===== src/inc/dlr_pkg.sv =====
// shared constants and carrier types for the dual-load relay card register bank
package dlr_pkg;

   // clock and relay settle times
   localparam int CLK_MHZ      = 100;
   localparam int ARM_TIME_US  = 16000;
   localparam int REED_TIME_US = 500;
   localparam int ARM_CYCLES   = ARM_TIME_US * CLK_MHZ;
   localparam int REED_CYCLES  = REED_TIME_US * CLK_MHZ;

   // bus widths and responses
   localparam int         AXIL_ADDR_W = 8;
   localparam int         IDX_W       = AXIL_ADDR_W - 2;
   localparam logic [1:0] RESP_OKAY   = 2'h0;
   localparam logic [1:0] RESP_DECERR = 2'h3;

   // register indices, byte address is four times the index
   localparam logic [IDX_W-1:0] IDX_CARD_TYPE_ID     = 6'h0;
   localparam logic [IDX_W-1:0] IDX_STRAP_CONFIG     = 6'h1;
   localparam logic [IDX_W-1:0] IDX_STATUS_STRAP     = 6'h2;
   localparam logic [IDX_W-1:0] IDX_SENSE_SELECT     = 6'h3;
   localparam logic [IDX_W-1:0] IDX_LOAD_CONNECT_LO  = 6'h4;
   localparam logic [IDX_W-1:0] IDX_LOAD_CONNECT_HI  = 6'h5;
   localparam logic [IDX_W-1:0] IDX_PULLUP_POWER_LO  = 6'h6;
   localparam logic [IDX_W-1:0] IDX_PULLUP_POWER_HI  = 6'h7;
   localparam logic [IDX_W-1:0] IDX_LOAD_CHOICE_LO   = 6'h8;
   localparam logic [IDX_W-1:0] IDX_LOAD_CHOICE_HI   = 6'h9;
   localparam logic [IDX_W-1:0] IDX_LAST             = 6'h9;

   // field layout
   localparam int         NUM_CH          = 16;
   localparam int         BANK_W          = 8;
   localparam int         SENSE_CODE_W    = 5;
   localparam int         DIFFAMP_BIT     = 7;
   localparam int         READY_BIT       = 0;
   localparam int         STRAP_HIGH_BIT  = 8;
   localparam logic [6:0] STATUS_ONES     = 7'h7f;
   // card type value is arbitrary
   localparam logic [7:0] CARD_TYPE_VALUE = 8'h5a;

   // reset values
   localparam logic [NUM_CH-1:0] RELAYS_RESET = 16'h0000;

   // axi4-lite request from the master
   typedef struct packed {
      logic [AXIL_ADDR_W-1:0] awaddr;
      logic                   awvalid;
      logic [31:0]            wdata;
      logic [3:0]             wstrb;
      logic                   wvalid;
      logic                   bready;
      logic [AXIL_ADDR_W-1:0] araddr;
      logic                   arvalid;
      logic                   rready;
   } dlr_axil_req_type;

   // axi4-lite answer from the slave
   typedef struct packed {
      logic        awready;
      logic        wready;
      logic        bvalid;
      logic [1:0]  bresp;
      logic        arready;
      logic        rvalid;
      logic [31:0] rdata;
      logic [1:0]  rresp;
   } dlr_axil_rsp_type;

endpackage


===== src/core/dlr_relay_timer.sv =====
// retriggerable relay settle timer
`timescale 1ns/100ps
module dlr_relay_timer #(
   parameter int CYCLES = 1
) (
   // clock and reset
   input  wire logic clk_sys,
   input  wire logic nrst,
   // control
   input  wire logic restart,
   // status
   output logic      busy
);
   import dlr_pkg::*;

   localparam int CW = $clog2(CYCLES + 1);

   typedef struct packed {
      logic [CW-1:0] cnt;
      logic          busy;
   } dlr_timer_state_type;

   dlr_timer_state_type state_ff;
   dlr_timer_state_type nxt_state;

   // elaboration check on the count
   if (CYCLES < 1) begin : g_bad_cycles
      $error("relay timer needs at least one cycle");
   end

   // reload on restart, otherwise run down to zero
   always_comb begin
      nxt_state = state_ff;
      if (restart) begin
         nxt_state.cnt = CW'(CYCLES);
      end else if (state_ff.cnt != '0) begin
         nxt_state.cnt = state_ff.cnt - CW'(1);
      end
      nxt_state.busy = (nxt_state.cnt != '0);
   end

   // card reset also restarts the timer
   always_ff @(posedge clk_sys) begin
      if (!nrst) begin
         state_ff.cnt  <= CW'(CYCLES);
         state_ff.busy <= 1'b1;
      end else begin
         state_ff <= nxt_state;
      end
   end

   assign busy = state_ff.busy;
endmodule


===== src/core/dlr_sense_decode.sv =====
// decoder from sense channel code to one-hot channel select
`timescale 1ns/100ps
module dlr_sense_decode (
   // encoded channel
   input  wire logic [dlr_pkg::SENSE_CODE_W-1:0] sense_channel_code,
   // one-hot channel select
   output logic      [dlr_pkg::NUM_CH-1:0]       channel_onehot
);
   import dlr_pkg::*;

   // code k selects channel k, codes 0 and above 16 select nothing
   for (genvar i = 0; i < NUM_CH; i++) begin : g_ch
      assign channel_onehot[i] = (sense_channel_code == SENSE_CODE_W'(i + 1));
   end

endmodule


===== src/core/dlr_card_regs.sv =====
// register bank and relay drive of the dual-load relay card
`timescale 1ns/100ps
module dlr_card_regs #(
   parameter int ARM_CYCLES  = dlr_pkg::ARM_CYCLES,
   parameter int REED_CYCLES = dlr_pkg::REED_CYCLES
) (
   // clock and reset
   input  wire logic                     clk_sys,
   input  wire logic                     nrst,
   // register bus
   input  wire dlr_pkg::dlr_axil_req_type axil_req,
   output dlr_pkg::dlr_axil_rsp_type     axil_rsp,
   // configuration straps
   input  wire logic [7:0]               strap_bits_low,
   input  wire logic                     strap_bit_high,
   // sense path
   output logic      [15:0]              sense_channel_onehot,
   output logic                          diffamp_path_select,
   // relay drive per channel
   output logic      [15:0]              load_connect,
   output logic      [15:0]              pullup_power,
   output logic      [15:0]              load_choice
);
   import dlr_pkg::*;

   typedef struct packed {
      logic                   aw_full;
      logic [AXIL_ADDR_W-1:0] aw_addr;
      logic                   w_full;
      logic [BANK_W-1:0]      w_byte;
      logic                   w_en;
      logic                   awready;
      logic                   wready;
      logic                   bvalid;
      logic [1:0]             bresp;
      logic                   arready;
      logic                   rvalid;
      logic [31:0]            rdata;
      logic [1:0]             rresp;
      logic [NUM_CH-1:0]      sense_onehot;
      logic                   diffamp;
      logic [NUM_CH-1:0]      load_connect;
      logic [NUM_CH-1:0]      pullup_power;
      logic [NUM_CH-1:0]      load_choice;
      logic                   reed_restart;
      logic                   arm_restart;
   } dlr_regs_state_type;

   dlr_regs_state_type state_ff;
   dlr_regs_state_type nxt_state;

   logic                    arm_busy;
   logic                    reed_busy;
   logic [NUM_CH-1:0]       decoded_onehot;
   logic                    wr_go;
   logic                    wr_hit;
   logic [IDX_W-1:0]        wr_idx;
   logic                    rd_go;
   logic                    rd_hit;
   logic [IDX_W-1:0]        rd_idx;

   // elaboration check on the timer counts
   if (ARM_CYCLES < 1 || REED_CYCLES < 1) begin : g_bad_counts
      $error("relay timer counts must be at least one");
   end

   // armature relay timer
   dlr_relay_timer #(
      .CYCLES (ARM_CYCLES)
   ) u_arm_timer (
      .clk_sys (clk_sys),
      .nrst    (nrst),
      .restart (state_ff.arm_restart),
      .busy    (arm_busy)
   );

   // reed relay timer
   dlr_relay_timer #(
      .CYCLES (REED_CYCLES)
   ) u_reed_timer (
      .clk_sys (clk_sys),
      .nrst    (nrst),
      .restart (state_ff.reed_restart),
      .busy    (reed_busy)
   );

   // sense channel decoder on the held write byte
   dlr_sense_decode u_sense_decode (
      .sense_channel_code (state_ff.w_byte[SENSE_CODE_W-1:0]),
      .channel_onehot     (decoded_onehot)
   );

   // address decode of the held write and the incoming read
   assign wr_go  = state_ff.aw_full && state_ff.w_full && !state_ff.bvalid;
   assign wr_idx = state_ff.aw_addr[AXIL_ADDR_W-1:2];
   assign wr_hit = (state_ff.aw_addr[1:0] == 2'h0) && (wr_idx <= IDX_LAST);
   assign rd_go  = axil_req.arvalid && state_ff.arready;
   assign rd_idx = axil_req.araddr[AXIL_ADDR_W-1:2];
   assign rd_hit = (axil_req.araddr[1:0] == 2'h0) && (rd_idx <= IDX_LAST);

   // bus slave and register next state
   always_comb begin
      nxt_state              = state_ff;
      nxt_state.reed_restart = 1'b0;
      nxt_state.arm_restart  = 1'b0;

      // write response retires
      if (state_ff.bvalid && axil_req.bready) begin
         nxt_state.bvalid = 1'b0;
      end

      // commit a write once address and data are both held
      if (wr_go) begin
         nxt_state.aw_full = 1'b0;
         nxt_state.w_full  = 1'b0;
         nxt_state.bvalid  = 1'b1;
         nxt_state.bresp   = wr_hit ? RESP_OKAY : RESP_DECERR;
         if (wr_hit && state_ff.w_en) begin
            case (wr_idx)
               IDX_SENSE_SELECT: begin
                  nxt_state.sense_onehot = decoded_onehot;
                  nxt_state.diffamp      = state_ff.w_byte[DIFFAMP_BIT];
                  nxt_state.reed_restart = 1'b1;
               end
               IDX_LOAD_CONNECT_LO: begin
                  nxt_state.load_connect[7:0] = state_ff.w_byte;
                  nxt_state.arm_restart       = 1'b1;
               end
               IDX_LOAD_CONNECT_HI: begin
                  nxt_state.load_connect[15:8] = state_ff.w_byte;
                  nxt_state.arm_restart        = 1'b1;
               end
               IDX_PULLUP_POWER_LO: begin
                  nxt_state.pullup_power[7:0] = state_ff.w_byte;
                  nxt_state.arm_restart       = 1'b1;
               end
               IDX_PULLUP_POWER_HI: begin
                  nxt_state.pullup_power[15:8] = state_ff.w_byte;
                  nxt_state.arm_restart        = 1'b1;
               end
               IDX_LOAD_CHOICE_LO: begin
                  nxt_state.load_choice[7:0] = state_ff.w_byte;
                  nxt_state.arm_restart      = 1'b1;
               end
               IDX_LOAD_CHOICE_HI: begin
                  nxt_state.load_choice[15:8] = state_ff.w_byte;
                  nxt_state.arm_restart       = 1'b1;
               end
               default: begin
                  // read-only offsets ignore writes
               end
            endcase
         end
      end

      // capture write address and write data independently
      if (axil_req.awvalid && state_ff.awready) begin
         nxt_state.aw_full = 1'b1;
         nxt_state.aw_addr = axil_req.awaddr;
      end
      if (axil_req.wvalid && state_ff.wready) begin
         nxt_state.w_full = 1'b1;
         nxt_state.w_byte = axil_req.wdata[BANK_W-1:0];
         nxt_state.w_en   = axil_req.wstrb[0];
      end
      nxt_state.awready = !nxt_state.aw_full && !nxt_state.bvalid;
      nxt_state.wready  = !nxt_state.w_full && !nxt_state.bvalid;

      // read data retires
      if (state_ff.rvalid && axil_req.rready) begin
         nxt_state.rvalid  = 1'b0;
         nxt_state.arready = 1'b1;
      end

      // read answer, write-only offsets read zero
      if (rd_go) begin
         nxt_state.arready = 1'b0;
         nxt_state.rvalid  = 1'b1;
         nxt_state.rresp   = rd_hit ? RESP_OKAY : RESP_DECERR;
         nxt_state.rdata   = 32'h0;
         if (rd_hit) begin
            case (rd_idx)
               IDX_CARD_TYPE_ID: begin
                  nxt_state.rdata[7:0] = CARD_TYPE_VALUE;
               end
               IDX_STRAP_CONFIG: begin
                  nxt_state.rdata[7:0] = strap_bits_low;
               end
               IDX_STATUS_STRAP: begin
                  nxt_state.rdata[7:1]            = STATUS_ONES;
                  nxt_state.rdata[READY_BIT]      = !(arm_busy || reed_busy);
                  nxt_state.rdata[STRAP_HIGH_BIT] = strap_bit_high;
               end
               default: begin
                  nxt_state.rdata = 32'h0;
               end
            endcase
         end
      end
   end

   // registered state, relays open and nothing selected at reset
   always_ff @(posedge clk_sys) begin
      if (!nrst) begin
         state_ff              <= '0;
         state_ff.awready      <= 1'b1;
         state_ff.wready       <= 1'b1;
         state_ff.arready      <= 1'b1;
         state_ff.sense_onehot <= RELAYS_RESET;
         state_ff.diffamp      <= 1'b0;
         state_ff.load_connect <= RELAYS_RESET;
         state_ff.pullup_power <= RELAYS_RESET;
         state_ff.load_choice  <= RELAYS_RESET;
      end else begin
         state_ff <= nxt_state;
      end
   end

   // outputs straight from the state register
   assign axil_rsp.awready     = state_ff.awready;
   assign axil_rsp.wready      = state_ff.wready;
   assign axil_rsp.bvalid      = state_ff.bvalid;
   assign axil_rsp.bresp       = state_ff.bresp;
   assign axil_rsp.arready     = state_ff.arready;
   assign axil_rsp.rvalid      = state_ff.rvalid;
   assign axil_rsp.rdata       = state_ff.rdata;
   assign axil_rsp.rresp       = state_ff.rresp;
   assign sense_channel_onehot = state_ff.sense_onehot;
   assign diffamp_path_select  = state_ff.diffamp;
   assign load_connect         = state_ff.load_connect;
   assign pullup_power         = state_ff.pullup_power;
   assign load_choice          = state_ff.load_choice;
endmodule


===== config.mk =====
export PLATFORM = sky130hd
export DESIGN_NAME = dlr_card_regs
export DESIGN_NICKNAME = d
export VERILOG_FILES = /design/src/inc/dlr_pkg.sv /design/src/core/dlr_relay_timer.sv /design/src/core/dlr_sense_decode.sv /design/src/core/dlr_card_regs.sv
export SDC_FILE = /design/constraint.sdc
export NUM_CORES = 1
export LEC_CHECK = 0
export BUFFER_PORTS_ARGS = -buffer_cell sky130_fd_sc_hd__buf_2
export CAP_MARGIN = 10
export CORE_MARGIN = 5
export CORE_UTILIZATION = 53
export DETAILED_ROUTE_END_ITERATION = 6
export PLACE_DENSITY = 0.77
export SLEW_MARGIN = 20
export SYNTH_ARGS = -nofsm -noshare
export SYNTH_HDL_FRONTEND = slang
export SYNTH_SLANG_ARGS = --single-unit

===== constraint.sdc =====
create_clock -name clk_sys -period 3.5 [get_ports clk_sys]
set_input_delay 0 -clock clk_sys [delete_from_list [all_inputs] [get_ports clk_sys]]
set_output_delay 0 -clock clk_sys [all_outputs]
set_load 0.005 [all_outputs]

**Yosys cells after proc, flatten, opt, wreduce, memory -nomap -nowiden**

Cells that the tools add are included.

- Reductions and logical operators: 35
- Muxes and demuxes: 19
- Order comparisons: 2
- Eq/ne operators: 25
- Add/subtract/negate cells: 2

Operator list:

| kind | number |
|---|---|
| 21-bit 2-to-1 mux | 2 |
| 21-bit nonzero test | 2 |
| 5-bit by 4-bit equality test with 1-bit output, second input constant | 8 |
| 36-bit 2-to-1 mux | 1 |
| 16-bit 2-to-1 mux | 2 |
| 16-bit nonzero test | 2 |
| 6-bit by 3-bit equality test with 1-bit output, second input constant | 4 |
| 8-bit one-hot mux with 3 select lines | 1 |
| 3-bit AND reduction | 8 |
| 21-bit by 1-bit subtractor with 21-bit output, second input constant | 1 |
| 5-bit by 3-bit equality test with 1-bit output, second input constant | 4 |
| 9-bit 2-to-1 mux | 2 |
| 16-bit by 1-bit subtractor with 16-bit output, second input constant | 1 |
| 6-bit by 2-bit equality test with 1-bit output, second input constant | 2 |
| 6-bit by 4-bit equality test with 1-bit output, second input constant | 2 |
| 6-bit by 4-bit less-or-equal comparator with 1-bit output, second input constant | 2 |
| 1-bit logical AND | 12 |
| 5-bit by 2-bit equality test with 1-bit output, second input constant | 2 |
| 10-bit 2-to-1 mux | 1 |
| 6-bit by 1-bit equality test with 1-bit output, second input constant | 1 |
| 6-bit logical NOT | 1 |
| 1-bit 2-to-1 mux | 6 |
| 2-bit 2-to-1 mux | 3 |
| 6-bit OR reduction | 1 |
| 7 further kinds | 12 |

- Output and inout bits: 106
- Register bits after elaboration: 166
- Input bits: 68

**Depth between registers and ports, before layout**

- Word-level depth: 6
- Mapped depth: 8

**Hierarchy**

Synthesis repeated with hierarchy kept, for this count alone.

- Cell total of the unflattened synthesis: 815
- Area total of the unflattened synthesis: 7225.7 um^2

Modules (own cells, without submodules):

| module | sequential area each (um^2) | instances | area each (um^2) | cells each |
|---|---|---|---|---|
| dlr_card_regs | 2042.0 | 1 | 4813.4 | 525 |
| dlr_relay_timer at u_arm_timer | 440.4 | 1 | 1272.5 | 146 |
| dlr_relay_timer at u_reed_timer | 340.3 | 1 | 1018.5 | 120 |
| dlr_sense_decode | 0.0 | 1 | 121.4 | 24 |

**Least setup slack after synthesis**

OpenSTA, ideal clock, no wires.

- Path type: reg-to-reg
- Start point: register u_reed_timer.state_ff[14] in the netlist's numbering
- End point: register, netlist name u_reed_timer.busy
- Slack: 1.011 ns
- Setup time: 0.134 ns
- Period minus slack after synthesis: 2.489 ns
- Arrival time: 2.355 ns
- Required time: 3.366 ns
- Stages on the path, launching flop included: 7
- Buffers on the path: 0
- Cells stage by stage: dfxtp_1 > or4_4 > or4b_4 > and4_1 > mux2i_1 > nor4bb_1 > or4b_1

- Longest elaborated chain between the ends: 4
- Elaborated cells on any way between the ends: 5
- Classes of those cells: 1 x add/sub; 2 x mux; 2 x reduce/logical

Ends and longest elaborated chain:

| item | RTL line | RTL |
|---|---|---|
| start: declaration | dlr_relay_timer.sv:23 | `dlr_timer_state_type state_ff;` |
| start signal: assignment | dlr_relay_timer.sv:48 | `state_ff <= nxt_state;` |
| 16-bit by 1-bit subtractor with 16-bit output / 16-bit nonzero test (equally long branches) | dlr_relay_timer.sv:37, dlr_relay_timer.sv:36 |  |
| 16-bit 2-to-1 mux * | dlr_relay_timer.sv:36 | `end else if (state_ff.cnt != '0) begin` |
| 16-bit 2-to-1 mux * | dlr_relay_timer.sv:34 | `if (restart) begin` |
| 16-bit nonzero test * | dlr_relay_timer.sv:39 | `nxt_state.busy = (nxt_state.cnt != '0);` |

Mark *: on every way between the ends. The rest lies on a longest branch, timed or not.
A chain may end at the register's enable or synchronous reset.

**Final worst setup path**

- Start point: register u_arm_timer.state_ff[1] in the netlist's numbering
- End point: register, netlist name u_arm_timer.busy

- Longest elaborated chain between the ends: 4
- Elaborated cells on any way between the ends: 5
- Classes of those cells: 1 x add/sub; 2 x mux; 2 x reduce/logical

Ends and longest elaborated chain:

| item | RTL line |
|---|---|
| start: declaration | dlr_relay_timer.sv:23 |
| start signal: assignment | dlr_relay_timer.sv:48 |
| 21-bit by 1-bit subtractor with 21-bit output / 21-bit nonzero test (equally long branches) | dlr_relay_timer.sv:37, dlr_relay_timer.sv:36 |
| 21-bit 2-to-1 mux * | dlr_relay_timer.sv:36 |
| 21-bit 2-to-1 mux * | dlr_relay_timer.sv:34 |
| 21-bit nonzero test * | dlr_relay_timer.sv:39 |

Marks and branches as above.

==> flow_metrics.env <==
export IMPL_grt_max_degree=46
export IMPL_place_congestion=0.9006
export IMPL_slew_headroom=0.3948
export IMPL_antenna_found_initial=1
export IMPL_synth_edf_count=0
export IMPL_min_period_ns=2.844
export IMPL_crit_required_ns=3.79
export IMPL_maxCapViolCount=0
export IMPL_final_cell_area_um2=7686
export IMPL_post_dp_cell_area_um2=6686
export IMPL_tns_ns=0
export IMPL_rows=41
export IMPL_stdcell_count=1026
export IMPL_cts_buffers_inserted=17
export IMPL_io_pins=174
export IMPL_max_vdd_ir_drop_mv=0.3756
export IMPL_die_y_um=122.0
export IMPL_cts_setup_buffers=0
export IMPL_port_buffers=123
export IMPL_final_nets=912
export IMPL_viasPerCell=5.231
export IMPL_endpoint_kind="flip-flop"
export IMPL_clockBufferDepth=2
export IMPL_core_area_um2=12470
export IMPL_tightest_slew_ns=0.9029
export IMPL_fin_crit_sh=0.8126
export IMPL_p_leak_nw=3.231
export IMPL_root_buffer="clkbuf_16"
export IMPL_path_class="reg -> reg"
export IMPL_routedWlPerCell_um=15.25
export IMPL_clock_skew_ns=0.005449
export IMPL_netlist_instances=768
export IMPL_ys_seq_area_frac=0.4243
export IMPL_rsz0062_at_grt="false"
export IMPL_cts_hold_buf=41
export IMPL_status="finished, final reports clean"
export IMPL_drtIter0Drc=386
export IMPL_powerDensity_nw_per_um2=508.8
export IMPL_finalMaxSlewViolations=0
export IMPL_area_delta_synth_final_pct=15.54
export IMPL_grt_total_usage=0.2105
export IMPL_fmax_mhz=351.6
export IMPL_clk_pin_slew_ns=0.06
export IMPL_first_pass_iters=5
export IMPL_synth_main_ff_cell="dfxtp_1"
export IMPL_htree_levels=4
export IMPL_dpl_hpwl_um=10640
export IMPL_cp_start_kind="flip-flop"
export IMPL_die_area_um2=14890
export IMPL_grt_pass1_wl_um=24840
export IMPL_totalWireLength_um=15640
export IMPL_ys_warn_count=0
export IMPL_num_antenna_cells=0
export IMPL_placedCellCount=953
export IMPL_cts_repair_resized=0
export IMPL_cp_max_fo=5
export IMPL_ys_types=64
export IMPL_synthArstFlopShare=0
export IMPL_via_count=5367
export IMPL_grt_overflow=0
export IMPL_die_w_um=122.0
export IMPL_hold_class="in -> reg"
export IMPL_grt_pass1_vias=5105
export IMPL_synth_seq_cells=141
export IMPL_drc=0
export IMPL_layout_drive_gt1_share=0.2037
export IMPL_setup_viol_count_final=0
export IMPL_tritoncts="done"
export IMPL_synth_area_um2=6653
export IMPL_arrival_ns=3.13
export IMPL_avgSynthCellArea_um2=8.662
export IMPL_timing_hold_violations_final=0
export IMPL_clock_sinks=141
export IMPL_clk_latency_ns=0.42
export IMPL_postRouteAntennaNets=0
export IMPL_initial_core_util=0.5337
where the power goes:
part / switching [mW] / internal (mW)
clock: 0.672 / 1.11
sequential: 0.0888 / 1.66
combinational: 0.206 / 0.175
total: 0.967 / 2.94
critical path, stage by stage, from the launching register on:
cell	delay, ns
dfxtp_1	0.35
inv_1	0.09
ha_1	0.20
nor4b_2	0.40
nand4_1	0.30
o21ai_0	0.32
nand4_1	0.17
a2111o_1	0.36
or4_1	0.53
flip-flops by register name, summed over array words and instances, names as in the netlist:
register and flops:
state_ff 21, u_arm_timer.state_ff 21, axil_rsp 16, load_choice 16
load_connect 16, pullup_power 16, sense_channel_onehot 16, u_reed_timer.state_ff 16
diffamp_path_select 1, u_arm_timer.busy 1, u_reed_timer.busy 1
cell families after synthesis:
group / count (synthesis) / synth area share
and+or+nand+nor: 299 / 0.2295
buffers and inverters: 149 / 0.1441
DFF: 141 / 0.4243
AOI/OAI and AO/OA: 106 / 0.09554
muxes: 50 / 0.07542
xor gates and xnor gates: 19 / 0.02501
adders and majority gates: 3 / 0.005643
other: 1 / 0.0005637
Yosys cell counts (all sizes together) (14+ instances only):
master / count / area share
nand3: 22 / 0.017
or3: 18 / 0.018
o21ai: 14 / 0.011
nand2: 74 / 0.042
a21oi: 58 / 0.044
nor2: 102 / 0.058
clkbuf: 28 / 0.016
buf: 108 / 0.12
mux2i: 49 / 0.074
dfxtp: 141 / 0.42
per-stage QoR:
stage / setup slack, ns / util / power (mW) / hold slack, ns
after global placement: 0.7375 / 0.5364 / 2.112 / 0.2467
after floorplan: 1.011 / - / 2.039 / 0.07623
after CTS: 0.6699 / 0.6166 / 3.923 / 0.01222
final: 0.6558 / 0.6166 / 3.911 / 0.02777
after detailed placement: 0.7137 / 0.5364 / 2.117 / 0.2474
after global routing: 0.4130 / 0.6166 / 4.066 / 0.08751
path summary, 6_finish.rpt:
| kind | startpoint | end | slack [ns] | cells past startpoint |
|---|---|---|---|---|
| setup / recovery | u_arm_timer.state_ff[1]$_SDFF_PN0_ | u_arm_timer.busy$_SDFF_PN1_ | 0.66 | 8 |
| hold / removal | axil_req[5] | axil_rsp[10]$_SDFFE_PN0P_ | 0.03 | 5 |
| setup reg to reg | u_arm_timer.state_ff[1]$_SDFF_PN0_ | u_arm_timer.busy$_SDFF_PN1_ | 0.66 | 8 |
| hold reg to reg | sense_channel_onehot[14]$_SDFFE_PN0P_ | sense_channel_onehot[14]$_SDFFE_PN0P_ | 0.44 | 2 |
cell type report:
cell class | instances | area, µm²
multi-input combinational | 500 | 2954
clock inverter | 9 | 111.4
tap | 172 | 215.2
inverter | 13 | 48.80
clock buffer | 23 | 478.0
sequential | 141 | 2823
fill | 1074 | 4780
timing repair buffer | 168 | 1056
layout by cell type (no fill, tap or decap), types with 4 or more instances in the layout:
| master | n |
|---|---|
| o21ai_0 | 13 |
| buf_2 | 123 |
| and2_1 | 4 |
| conb_1 | 23 |
| dfxtp_1 | 141 |
| nor4_1 | 13 |
| xor2_1 | 6 |
| a31oi_1 | 4 |
| or3_1 | 17 |
| a22oi_1 | 5 |
| a21oi_1 | 58 |
| buf_4 | 4 |
| nor3_1 | 11 |
| inv_1 | 12 |
| o211ai_1 | 4 |
| nor2_1 | 102 |
| mux2i_1 | 49 |
| nand2b_1 | 8 |
| xnor2_1 | 13 |
| nand2_1 | 73 |
| dlygate4sd3_1 | 41 |
| or4_1 | 10 |
| nand3_1 | 21 |
| nand4_1 | 6 |
| clkbuf_16 | 17 |
routing by layer:
layer / up-vias / routed length [µm] / GRT usage
met5: - / 11 / 0
li1: 2659 / - / -
met1: 2524 / 6527 / 0.2464
met4: 2 / 252 / 0.07213
met2: 149 / 7985 / 0.3719
met3: 33 / 866 / 0.05617
(Power assumes the default switching activity.)
